`config.mk`:
```
export PLATFORM = sky130hd
export DESIGN_NAME = abt_transport
export DESIGN_NICKNAME = d
export VERILOG_FILES = /design/src/rtl/abt_pkg.sv /design/src/rtl/abt_rsp_mem.sv /design/src/rtl/abt_transport.sv
export SDC_FILE = /design/constraint.sdc
export NUM_CORES = 2
export LEC_CHECK = 0
export BUFFER_PORTS_ARGS = -buffer_cell sky130_fd_sc_hd__buf_2
export CELL_PAD_IN_SITES_DETAIL_PLACEMENT = 1
export CELL_PAD_IN_SITES_GLOBAL_PLACEMENT = 1
export CORE_MARGIN = 1
export CORE_UTILIZATION = 50
export DETAILED_ROUTE_END_ITERATION = 8
export GPL_TIMING_DRIVEN = 0
export HOLD_SLACK_MARGIN = 0.1
export PLACE_DENSITY_LB_ADDON = 0.1
export SYNTH_ARGS = -nofsm -noshare
export SYNTH_HDL_FRONTEND = slang
export SYNTH_SLANG_ARGS = --single-unit
```
`constraint.sdc`:
```
create_clock -name clk_i -period 3.93 [get_ports clk_i]
set_input_delay 0.5895 -clock clk_i [delete_from_list [all_inputs] [get_ports clk_i]]
set_output_delay 0.5895 -clock clk_i [all_outputs]
set_load 0.05 [all_outputs]
```
`src/rtl/abt_pkg.sv`:
```
package abt_pkg;

    // ------------------------------------------------------------
    // message layout and limits
    // ------------------------------------------------------------
    localparam logic [7:0] ABT_MAX_INF     = 8'h20;
    localparam logic [8:0] ABT_RSP_DEPTH   = 9'h100;
    localparam logic [8:0] ABT_HDR_LEN     = 9'h004;
    localparam int         ABT_NAD_IDX_POS = 0;
    localparam logic [4:0] ABT_LSI_MAX     = 5'h1F;
    localparam logic [4:0] ABT_LSI_RST     = 5'h00;

    // ------------------------------------------------------------
    // status words
    // ------------------------------------------------------------
    localparam logic [7:0] ABT_SW1_OK      = 8'h90;
    localparam logic [7:0] ABT_SW2_OK      = 8'h00;
    localparam logic [7:0] ABT_SW1_WARN_A  = 8'h62;
    localparam logic [7:0] ABT_SW1_WARN_B  = 8'h63;
    localparam logic [3:0] ABT_SW1_APP_HI  = 4'h9;
    localparam logic [7:0] ABT_SW1_PROACT  = 8'h91;
    localparam logic [7:0] ABT_SW1_TK_BUSY = 8'h93;
    localparam logic [7:0] ABT_SW2_TK_BUSY = 8'h00;

    // ------------------------------------------------------------
    // exchange cases and management operations
    // ------------------------------------------------------------
    localparam logic [1:0] ABT_CASE_1 = 2'h0;
    localparam logic [1:0] ABT_CASE_2 = 2'h1;
    localparam logic [1:0] ABT_CASE_3 = 2'h2;
    localparam logic [1:0] ABT_CASE_4 = 2'h3;

    localparam logic [1:0] ABT_MG_SELECT = 2'h0;
    localparam logic [1:0] ABT_MG_RESET  = 2'h1;
    localparam logic [1:0] ABT_MG_CONFIG = 2'h2;

    // ------------------------------------------------------------
    // carriers
    // ------------------------------------------------------------
    typedef struct packed {
        logic       valid;
        logic       last;
        logic       chain;
        logic [7:0] node_address_byte;
        logic [7:0] data;
    } abt_rx_t;

    typedef struct packed {
        logic       valid;
        logic       last;
        logic       abort;
        logic [7:0] data;
    } abt_cmd_t;

    typedef struct packed {
        logic       valid;
        logic       done;
        logic [7:0] data;
        logic [7:0] sw1;
        logic [7:0] sw2;
    } abt_rsp_t;

    typedef struct packed {
        logic       valid;
        logic       last;
        logic       chain;
        logic [7:0] node_address_byte;
        logic [7:0] data;
    } abt_tx_t;

    typedef struct packed {
        logic       valid;
        logic [1:0] op;
        logic [4:0] idx;
        logic       nad_ok;
    } abt_mgmt_t;

    typedef struct packed {
        logic valid;
        logic ok;
    } abt_ack_t;

    // data may travel only with warning, application or success status
    function automatic logic abt_data_allowed(input logic [7:0] sw1);
        return (sw1 == ABT_SW1_WARN_A) || (sw1 == ABT_SW1_WARN_B) ||
               (sw1[7:4] == ABT_SW1_APP_HI);
    endfunction : abt_data_allowed

endpackage : abt_pkg

```
`src/rtl/abt_rsp_mem.sv`:
```
`timescale 1ns/1ps
module abt_rsp_mem
    import abt_pkg::*;
(
    input  wire logic       clk_i,
    input  wire logic       ce_i,
    input  wire logic       we_i,
    input  wire logic [7:0] waddr_i,
    input  wire logic [7:0] wdata_i,
    input  wire logic [7:0] raddr_i,
    output logic      [7:0] rdata_o
);
    logic [7:0] mem_r [0:255];

    always_ff @(posedge clk_i) begin
        if (ce_i && we_i) begin
            mem_r[waddr_i] <= wdata_i;
        end
    end

    always_ff @(posedge clk_i) begin
        if (ce_i) begin
            rdata_o <= mem_r[raddr_i];
        end
    end
endmodule : abt_rsp_mem

```
`src/rtl/abt_transport.sv`:
```
`timescale 1ns/1ps
module abt_transport
    import abt_pkg::*;
(
    input  wire logic       clk_i,
    input  wire logic       rst_i,
    input  wire logic       ce_i,
    input  wire logic       lsi_support_i,
    input  wire logic [4:0] lsi_top_i,
    input  wire logic       preagreed_i,
    input  wire logic       pps_done_i,
    input  wire logic       pps_lsi_i,
    input  wire abt_rx_t    rx_i,
    output abt_cmd_t        cmd_o,
    input  wire abt_rsp_t   rsp_i,
    input  wire logic       proactive_pend_i,
    input  wire logic [7:0] proactive_len_i,
    input  wire logic       env_busy_i,
    input  wire abt_mgmt_t  mgmt_i,
    output abt_ack_t        mgmt_ack_o,
    input  wire logic       tx_ready_i,
    output abt_tx_t         tx_o,
    output logic      [1:0] case_o,
    output logic            busy_o,
    output logic            nad_err_o,
    output logic            lsi_ind_o,
    output logic            lsi_used_o,
    output logic      [4:0] lsi_sel_o,
    output logic            lse_reset_o,
    output logic      [4:0] lse_reset_idx_o
);

    // ------------------------------------------------------------
    // state
    // ------------------------------------------------------------
    typedef enum logic [5:0] {
        ST_IDLE  = 6'b000001,
        ST_RXCMD = 6'b000010,
        ST_WAIT  = 6'b000100,
        ST_LOAD  = 6'b001000,
        ST_SHOW  = 6'b010000,
        ST_SEND  = 6'b100000
    } abt_state_t;

    abt_state_t state_r;
    abt_state_t state_nxt;
    logic       cap_done_r;
    logic       cfg_done_r;
    logic       nad_ok_r;
    logic [4:0] top_r;
    logic [8:0] cmd_len_r;
    logic [8:0] rsp_len_r;
    logic [8:0] idx_r;
    logic [7:0] blk_r;
    logic [7:0] sw1_r;
    logic [7:0] sw2_r;
    logic [7:0] mem_q;

    // ------------------------------------------------------------
    // receive, response, transmit and management qualification
    // ------------------------------------------------------------
    logic       nad_mode;
    logic [4:0] nad_idx;
    logic       nad_bad;
    logic       rx_take;
    logic       rx_end;
    logic       rsp_wr;
    logic       rsp_fin;
    logic       tx_take;
    logic       tx_final;
    logic       tx_blk_end;
    logic       mg_ok;
    always_comb begin
        nad_mode = lsi_used_o && cfg_done_r && nad_ok_r;
        nad_idx  = rx_i.node_address_byte[ABT_NAD_IDX_POS +: 5];
        nad_bad  = nad_mode && ((state_r == ST_IDLE) ? (nad_idx > top_r)
                                : (nad_idx != lsi_sel_o));
        rx_take  = rx_i.valid && !nad_bad &&
                   ((state_r == ST_IDLE) || (state_r == ST_RXCMD));
        rx_end   = rx_take && rx_i.last && !rx_i.chain;
        rsp_wr   = (state_r == ST_WAIT) && rsp_i.valid &&
                   (rsp_len_r < ABT_RSP_DEPTH);
        rsp_fin  = (state_r == ST_WAIT) && rsp_i.done;
        tx_take  = (state_r == ST_SEND) && tx_o.valid && tx_ready_i;
        tx_final = (idx_r == 9'(rsp_len_r + 9'h001));
        tx_blk_end = tx_final || (blk_r == 8'(ABT_MAX_INF - 8'h01));
        mg_ok    = mgmt_i.valid && lsi_used_o &&
                   ((mgmt_i.op == ABT_MG_CONFIG) || cfg_done_r ||
                    preagreed_i);
    end

    // ------------------------------------------------------------
    // exchange sequencing
    // ------------------------------------------------------------
    always_comb begin
        state_nxt = state_r;
        case (state_r)
            ST_IDLE: begin
                if (rx_end) begin
                    state_nxt = env_busy_i ? ST_LOAD : ST_WAIT;
                end else if (rx_take) begin
                    state_nxt = ST_RXCMD;
                end
            end
            ST_RXCMD: state_nxt = !rx_end ? ST_RXCMD
                                : env_busy_i ? ST_LOAD : ST_WAIT;
            ST_WAIT:  state_nxt = rsp_fin ? ST_LOAD : ST_WAIT;
            ST_LOAD:  state_nxt = ST_SHOW;
            ST_SHOW:  state_nxt = ST_SEND;
            ST_SEND:  state_nxt = !tx_take ? ST_SEND
                                : tx_final ? ST_IDLE : ST_LOAD;
            default: state_nxt = ST_IDLE;
        endcase
    end

    always_ff @(posedge clk_i) begin
        if (rst_i) begin
            state_r <= ST_IDLE;
        end else if (ce_i) begin
            state_r <= state_nxt;
        end
    end

    always_ff @(posedge clk_i) begin
        if (rst_i) begin
            busy_o <= 1'b0;
        end else if (ce_i) begin
            busy_o <= (state_nxt != ST_IDLE);
        end
    end

    // ------------------------------------------------------------
    // command path to application
    // ------------------------------------------------------------
    always_ff @(posedge clk_i) begin
        if (rst_i) begin
            cmd_o     <= '0;
            cmd_len_r <= 9'h000;
        end else if (ce_i) begin
            cmd_o.valid <= rx_take;
            cmd_o.data  <= rx_i.data;
            cmd_o.last  <= rx_end && !env_busy_i;
            cmd_o.abort <= rx_end && env_busy_i;
            if (rx_take) begin
                if (state_r == ST_IDLE) begin
                    cmd_len_r <= 9'h001;
                end else if (cmd_len_r != 9'h1FF) begin
                    cmd_len_r <= 9'(cmd_len_r + 9'h001);
                end
            end
        end
    end

    // ------------------------------------------------------------
    // response capture and status handling
    // ------------------------------------------------------------
    always_ff @(posedge clk_i) begin
        if (rst_i) begin
            rsp_len_r <= 9'h000;
            sw1_r     <= ABT_SW1_OK;
            sw2_r     <= ABT_SW2_OK;
        end else if (ce_i) begin
            if (rx_end) begin
                rsp_len_r <= 9'h000;
                if (env_busy_i) begin
                    sw1_r <= ABT_SW1_TK_BUSY;
                    sw2_r <= ABT_SW2_TK_BUSY;
                end
            end else if (rsp_fin) begin
                if (!abt_data_allowed(rsp_i.sw1)) begin
                    rsp_len_r <= 9'h000;
                end
                if ((rsp_i.sw1 == ABT_SW1_OK) && (rsp_i.sw2 == ABT_SW2_OK)
                    && proactive_pend_i) begin
                    sw1_r <= ABT_SW1_PROACT;
                    sw2_r <= proactive_len_i;
                end else begin
                    sw1_r <= rsp_i.sw1;
                    sw2_r <= rsp_i.sw2;
                end
            end else if (rsp_wr) begin
                rsp_len_r <= 9'(rsp_len_r + 9'h001);
            end
        end
    end

    always_ff @(posedge clk_i) begin
        if (rst_i) begin
            case_o <= ABT_CASE_1;
        end else if (ce_i && (state_r == ST_LOAD) && (idx_r == 9'h000)) begin
            case ({cmd_len_r > 9'(ABT_HDR_LEN + 9'h001),
                   rsp_len_r != 9'h000})
                2'b00:   case_o <= ABT_CASE_1;
                2'b01:   case_o <= ABT_CASE_2;
                2'b10:   case_o <= ABT_CASE_3;
                default: case_o <= ABT_CASE_4;
            endcase
        end
    end

    abt_rsp_mem u_mem (
        .clk_i   (clk_i),
        .ce_i    (ce_i),
        .we_i    (rsp_wr),
        .waddr_i (rsp_len_r[7:0]),
        .wdata_i (rsp_i.data),
        .raddr_i (idx_r[7:0]),
        .rdata_o (mem_q)
    );

    // ------------------------------------------------------------
    // response transmit in chained blocks
    // ------------------------------------------------------------
    always_ff @(posedge clk_i) begin
        if (rst_i) begin
            idx_r <= 9'h000;
            blk_r <= 8'h00;
        end else if (ce_i) begin
            if (rx_end || rsp_fin) begin
                idx_r <= 9'h000;
                blk_r <= 8'h00;
            end else if (tx_take) begin
                idx_r <= 9'(idx_r + 9'h001);
                blk_r <= tx_blk_end ? 8'h00 : 8'(blk_r + 8'h01);
            end
        end
    end
    always_ff @(posedge clk_i) begin
        if (rst_i) begin
            tx_o <= '0;
        end else if (ce_i) begin
            if (state_r == ST_SHOW) begin
                tx_o.valid <= 1'b1;
                tx_o.last  <= tx_blk_end;
                tx_o.chain <= tx_blk_end && !tx_final;
                tx_o.node_address_byte   <= nad_mode ? {3'h0, lsi_sel_o} : 8'h00;
                if (idx_r < rsp_len_r) begin
                    tx_o.data <= mem_q;
                end else if (idx_r == rsp_len_r) begin
                    tx_o.data <= sw1_r;
                end else begin
                    tx_o.data <= sw2_r;
                end
            end else if (tx_take) begin
                tx_o.valid <= 1'b0;
            end
        end
    end

    // ------------------------------------------------------------
    // logical interface management
    // ------------------------------------------------------------
    always_ff @(posedge clk_i) begin
        if (rst_i) begin
            cap_done_r <= 1'b0;
            lsi_ind_o  <= 1'b0;
            top_r      <= ABT_LSI_RST;
        end else if (ce_i && !cap_done_r) begin
            cap_done_r <= 1'b1;
            lsi_ind_o  <= lsi_support_i;
            top_r      <= (lsi_top_i > ABT_LSI_MAX) ? ABT_LSI_MAX
                                                    : lsi_top_i;
        end
    end

    always_ff @(posedge clk_i) begin
        if (rst_i) begin
            lsi_used_o      <= 1'b0;
            lsi_sel_o       <= ABT_LSI_RST;
            cfg_done_r      <= 1'b0;
            nad_ok_r        <= 1'b0;
            lse_reset_o     <= 1'b0;
            lse_reset_idx_o <= ABT_LSI_RST;
            mgmt_ack_o      <= '0;
            nad_err_o       <= 1'b0;
        end else if (ce_i) begin
            lse_reset_o      <= 1'b0;
            mgmt_ack_o.valid <= mgmt_i.valid;
            mgmt_ack_o.ok    <= 1'b0;
            nad_err_o        <= rx_i.valid && nad_bad;
            if (pps_done_i) begin
                lsi_used_o <= lsi_ind_o && pps_lsi_i;
                lsi_sel_o  <= ABT_LSI_RST;
                cfg_done_r <= 1'b0;
                nad_ok_r   <= 1'b0;
            end else if (rx_take && (state_r == ST_IDLE) && nad_mode) begin
                lsi_sel_o <= nad_idx;
            end else if (mg_ok) begin
                case (mgmt_i.op)
                    ABT_MG_SELECT: begin
                        if (mgmt_i.idx <= top_r) begin
                            lsi_sel_o     <= mgmt_i.idx;
                            mgmt_ack_o.ok <= 1'b1;
                        end
                    end
                    ABT_MG_RESET: begin
                        if (mgmt_i.idx <= top_r) begin
                            lse_reset_o     <= 1'b1;
                            lse_reset_idx_o <= mgmt_i.idx;
                            mgmt_ack_o.ok   <= 1'b1;
                        end
                    end
                    ABT_MG_CONFIG: begin
                        cfg_done_r    <= 1'b1;
                        nad_ok_r      <= mgmt_i.nad_ok;
                        mgmt_ack_o.ok <= 1'b1;
                    end
                    default: mgmt_ack_o.ok <= 1'b0;
                endcase
            end
        end
    end

endmodule : abt_transport

```
### Word level (Yosys, flattened, before mapping)

Memories as Yosys holds them, arrays and structs flattened. A register that Yosys moved wholly into a read port is not among the register bits.
Index checks and enable logic that the tools add are counted.

* memories: 1
* output and inout bits: 49
* register bits: 114
* logic and storage cells: 190
* memory bits (writable): 2048
* input port bits: 77

* reduce and logical (&&, ||, !) cells: 65
* add/sub/neg operators: 4
* mux-type cells: 59
* equal/unequal tests: 23
* bitwise gates (word level): 2
* $lt $le $gt $ge: 6

Memory list
* u_mem.mem_r: words 256, width 8, rd ports 1, clocked after Yosys merged registers in 1, write ports 1, RTL line abt_rsp_mem.sv:13 `logic [7:0] mem_r [0:255];`

Operator list (count)
* 8-bit two-way mux: 13
* 9-bit two-way mux: 8
* 6-bit one-hot mux with 6 select lines: 1
* 5-bit two-way mux: 7
* 9-bit by 1-bit adder with 9-bit output (second input constant): 3
* 1-bit logical AND: 27
* 1-bit two-way mux: 21
* 9-bit equality test: 2
* 6-bit two-way mux: 3
* 8-bit by 7-bit equality test with 1-bit output (second input constant): 2
* 4-bit two-way mux: 4
* 2-bit nonzero test: 6
* 3-bit nonzero test: 4
* 9-bit by 3-bit greater-than comparator with 1-bit output (second input constant): 1
* 9-bit zero test: 1
* 9-bit less-than comparator: 1
* 9-bit less-than comparator (second input constant): 1
* 9-bit != test (second input constant): 1
* 3-bit AND reduction: 3
* 9-bit nonzero test: 1
* 8-bit by 1-bit adder with 8-bit output (second input constant): 1
* 8-bit by 5-bit equality test with 1-bit output (second input constant): 1
* 8-bit equality test (second input constant): 1
* 8-bit zero test: 1
* other kinds (26): 45

### Logic depth before layout (Yosys ltp)

* depth after elaboration: 11
* gate-level depth with buffers: 15
* gate-level depth less buffers: 10

### Hierarchy

A second synthesis with hierarchy kept.

* cell total of the unflattened synthesis: 4519
* area, all modules: 86130.1 um^2

Modules (own cells, without submodules)
* abt_rsp_mem: area each 79945.4 um^2, sequential area each 61739.2 um^2, instances 1, cells each 3762
* abt_transport: area each 6184.7 um^2, sequential area each 2222.1 um^2, instances 1, cells each 757

### Worst setup path before layout

No wires, ideal clock.

* kind: register to register
* start: register idx_r[0]
* end: register tx_o[6] in the netlist's numbering
* period minus slack after synthesis: 2957 ps
* slack: 973 ps
* stages on the path, launching flop included: 13
* arrival: 2824 ps
* library setup time: 132 ps
* required time: 3798 ps
* path buffers: 4
* cells stage by stage: dfxtp_1 buf_2 buf_6 buf_6 buf_4 inv_2 ha_1 nand4_1 nor3_1 mux2i_1 nand2_1 o211ai_1 a21oi_1

* cells in the longest elaborated chain, start to end: 3
* elaborated cells on any way between the ends: 4
* classes of those cells: 1 x order compare; 1 x eq/ne; 2 x mux

Ends and longest elaborated chain
* start: declaration: RTL line abt_transport.sv:53 `logic [8:0] idx_r;`
* start signal: assignment: RTL line abt_transport.sv:223 `idx_r <= 9'(idx_r + 9'h001);`
* branches (longest 2 deep; another with 9-bit less-than comparator)
* 8-bit two-way mux *: RTL line abt_transport.sv:237 `if (idx_r < rsp_len_r) begin`
* end: declaration: RTL line abt_transport.sv:22 `output abt_tx_t tx_o,`

Every way passes the cells marked *.
A chain may end at the register's enable or synchronous reset.

### Worst setup path in the final report

* start: register rsp_len_r[3]
* end: memory u_mem.mem_r[153][3], enable pin

* cells in the longest elaborated chain, start to end: 5

Ends and longest elaborated chain
* start: declaration: RTL line abt_transport.sv:52 `logic [8:0] rsp_len_r;`
* start signal: assignment: RTL line abt_transport.sv:182 `rsp_len_r <= 9'(rsp_len_r + 9'h001);`
* 9-bit less-than comparator: RTL line abt_transport.sv:82 `(rsp_len_r < ABT_RSP_DEPTH);`
* 1-bit logical AND: RTL line abt_transport.sv:81 `rsp_wr = (state_r == ST_WAIT) && rsp_i.valid &&`
* 1-bit logical AND: RTL line abt_rsp_mem.sv:16 `if (ce_i && we_i) begin`
* 1-bit two-way mux: RTL line abt_rsp_mem.sv:16
* 1-bit two-way mux (implied by the code): RTL line abt_rsp_mem.sv:17 `mem_r[waddr_i] <= wdata_i;`
* end: declaration: RTL line abt_rsp_mem.sv:13

Several ways; a longest one is shown, not always the timed one.

==> run_results.csv <==
group,metric,value,unit
cells_and_area,fillers,14417,
timing,finalCritPeriodShare,107.6,%
timing,hold_viol_final,0,
synthesis,synth.top_cell.area_share,72.02,%
grt,grtUsageMet1,54.11,%
min_path,hold_path.class,"input pin to register",
critical_path,crit-reg2reg-launch,"rsp_len_r[3]",
cells_and_area,stdcell_count,7260,
status,outcome,"finished, violations left",
clock_network,cts.sinks,2167,
detailed_routing,wl_per_cell,48.02,um
grt,use_met3,13.37,%
synthesis,post_synth_fa_ha_maj_area_fraction,0.4233,%
detailed_routing,totalWireLength,348.6,mm
critical_path,r2r_slack,-0.30,ns
critical_path,arrival,4.73,ns
synthesis,synthCells,4383,
critical_path,slowest_stage,"nor2_1",
cells_and_area,drive_gt1_share,29.35,%
floorplan,initial_core_util,50.47,%
placement,gp_congestion,1.013,
detailed_routing,viasPerCell,7.093,
floorplan,std_cell_rows,151,
power_and_ir_drop,power_density,467.1,mW/mm2
critical_path,critPathLaunch,"rsp_len_r[3]",
clock_network,clk_path_buf_depth,3,
grt,grt-busiest-layer,"met2",
placement,placed_area,0.08994,mm2
floorplan,coreArea,0.1698,mm2
grt,grt_max_degree,157,
synthesis,synth_area_per_cell,19.56,um2
floorplan,die_width,416.1,um
grt,grt_use_total,40.36,%
critical_path,cp_cell_sequence,"clkbuf_1, inv_1, nor2_1, nand2_1, clkbuf_2, nor2_1",
timing,worst_pin_slew,1.556,ns
critical_path,cp.required,4.43,ns
clock_network,cts_tree,"yes",
cells_and_area,area_delta_synth_final,16.62,%
grt,grt_first_pass_wirelength,455.5,mm
cells_and_area,final_cell_area,0.09998,mm2
timing,worst_slew_margin_rel,-3.764,%
critical_path,crit_fanout,10,
synthesis,yosys.area_share.simple,3.911,%
placement,port_buffers,119,
flow_run,maxCapViolCount,2,
synthesis,synth-compound-area-share,3.252,%
synthesis,synth_top_family_by_area,"multiplexers",
cells_and_area,final_nets,4949,
synthesis,async_reset_ff_share,0,%
timing,rsz0062_at_grt,"yes",
clock_network,cts_buffers,217,
clock_network,clock_latency,0.91,ns
critical_path,reg2reg_to,"u_mem.mem_r[153][3]",
timing,fin_crit,4.228,ns
timing,fmax,236.5,MHz
synthesis,yosysMostFrequentCell,"edfxtp_1",
synthesis,yosysWarnings,0,
synthesis,synth_cell_types,87,
critical_path,slowest_delay,1.02,ns
synthesis,synthFlopType,"edfxtp_1",
placement,dp_hpwl,226.6,mm
critical_path,path_class,"register to register",
min_path,hold_depth,5,
status,violations,"capacitance limit, slew limit, setup timing",
grt,gr-total-overflow,0,
floorplan,io_pins,126,
critical_path,cp-start-kind,"register",
synthesis,synth-seq-cells,2167,
detailed_routing,dr.first_iter.drc_count,9142,
clock_network,h-tree-depth,4,
grt,grt_pass1_vias,49114,
timing,finalSetupViolations,504,
clock_network,path_clk_slew,0.06,ns
floorplan,die_h,416.1,um
power_and_ir_drop,leakage,0.03101,uW
cells_and_area,multi_input_area,0.02151,mm2
synthesis,synth_area_leaders,"edfxtp_1, mux4_2, dfxtp_1",
timing,fin_ws,-0.2982,ns
synthesis,synth_mux_area_share,15.93,%
synthesis,syn_area,0.08573,mm2
grt,antenna_found_initial,29,
detailed_routing,vias,51496,
synthesis,synth_xor_area_share,0.2554,%
synthesis,synth_edf_count,2056,
critical_path,crit_top_cell,"nor2_1",
cells_and_area,seq_area,0.06397,mm2
synthesis,synth_common_cells,"edfxtp_1, mux4_2, nor2_1, mux2i_1, nand2_1",
clock_network,root_buffer,"clkbuf_16",
detailed_routing,ant_nets,0,
min_path,hold_start,"rsp_i[0]",
timing,drv_slew,22,
synthesis,seq_area_frac_synth,74.61,%
synthesis,yosysTopAreaCell,"edfxtp_1",
critical_path,end_kind,"register",
detailed_routing,drt_first_pass_iters,6,
min_path,holdPathEnd,"sw2_r[0]",
placement,place_inst,6753,
power_and_ir_drop,fin_total_pwr,46700,uW
detailed_routing,drc,0,
timing,skew,0.03649,ns
critical_path,rr_worst_depth,6,
grt,use_met2,57.06,%
power_and_ir_drop,ir_worst_vdd,0.5291,mV
floorplan,design.die.area,0.1731,mm2
## where the power goes
group | switching, uW | internal (uW)
registers | 19.6 | 25300
logic | 635 | 172
clock network | 9250 | 11400
## per-layer routing
layer | wire length, um | share of wire [%] | vias up
met5 | 126 | 0.036 | -
met4 | 25030 | 7.2 | 18
met3 | 46740 | 13 | 913
met2 | 150600 | 43 | 4155
met1 | 126100 | 36 | 27441
li1 | - | - | 18969
## kinds of logic (layout without fill, tap and decap cells)
logic type / count (synthesis) / in the layout
other: 1 / 10
multiplexers: 710 / 710
XOR/XNOR: 25 / 25
AND/OR/NAND/NOR: 760 / 760
adder cells (fa/ha/maj): 29 / 29
buffers and inverters: 283 / 933
AO/OA/AOI/OAI: 408 / 408
flip-flops: 2167 / 2167
## registers in the layout (all words and copies together) (netlist names), 2 cells and up
signal           count
lsi_sel_o            5
top_r                5
sw2_r                8
lse_reset_idx_o      5
cmd_o               11
mgmt_ack_o           2
rsp_len_r            9
sw1_r                8
u_mem.mem_r       2048
u_mem.rdata_o        8
cmd_len_r            9
case_o               2
blk_r                8
idx_r                9
state_r              6
tx_o                16
## repair_timing
| action | in CTS | in global routing |
|---|---|---|
| hold buffers | 36 | 0 |
| resized for setup | 410 | 246 |
| pin swaps | 7 | 16 |
| setup endpoints to repair | 801 | 1579 |
| buffers inserted | 12 | 40 |
| hold endpoints to repair | 35 | 0 |
## worst max path at each step
stage | endpoint | slack [ns] | cells past startpoint
after floorplan | tx_o[6] | 0.97 | 12
after global placement | u_mem.rdata_o[7] | -3.68 | 10
after detailed placement | u_mem.rdata_o[3] | -2.28 | 9
after CTS | u_mem.mem_r[224][7] | -0.20 | 10
after global routing | u_mem.mem_r[83][6] | -0.30 | 5
final | u_mem.mem_r[153][3] | -0.30 | 6
## metrics by stage
stage	setup TNS [ns]	hold slack (ns)	worst slack, ns	utilization [%]
4_1_cts	-67.08	0.1058	-0.2015	58.13
3_5_place_dp	-339.52	0.4465	-2.281	52.95
5_1_grt	-112.51	0.1701	-0.2985	58.85
6_report	-45.34	0.1483	-0.2982	58.86
2_1_floorplan	0	0.4354	0.9735	-
3_3_place_gp	-3804.87	0.4400	-3.683	52.46
## critical path: cells and delay by family, from the launching register on
kind / cells / cell delay (ns)
and+or+nand+nor: 3 / 1.93
buffers and inverters: 3 / 1.52
DFF: 1 / 0.34
## area by class of cell
class | instances | area share (%)
sequential | 2167 | 63.98
multi-input combinational | 1935 | 21.51
clock buffer | 279 | 5.771
tap | 2218 | 2.776
buffer | 251 | 2.513
timing repair buffer | 240 | 2.174
clock inverter | 132 | 1.133
inverter | 31 | 0.1239
antenna | 7 | 0.01752
## cell usage in the layout, fill, tap and decap left out, types with 31 or more instances in the layout
cell type and instances:
edfxtp_1 2056, mux4_2 523, nor2_1 246, clkbuf_16 222
mux2i_1 160, nand2_1 151, buf_2 124, a21oi_1 116
clkbuf_1 108, dfxtp_1 108, nor2_2 88, buf_4 71
nor2_4 62, clkinv_1 54, o21ai_0 51, nand3_1 48
clkbuf_2 42, clkinv_2 40, buf_12 39, buf_6 36
dlygate4sd3_1 36, buf_16 32, nor3_1 31
Note: power is estimated with default switching activity, not from simulation.
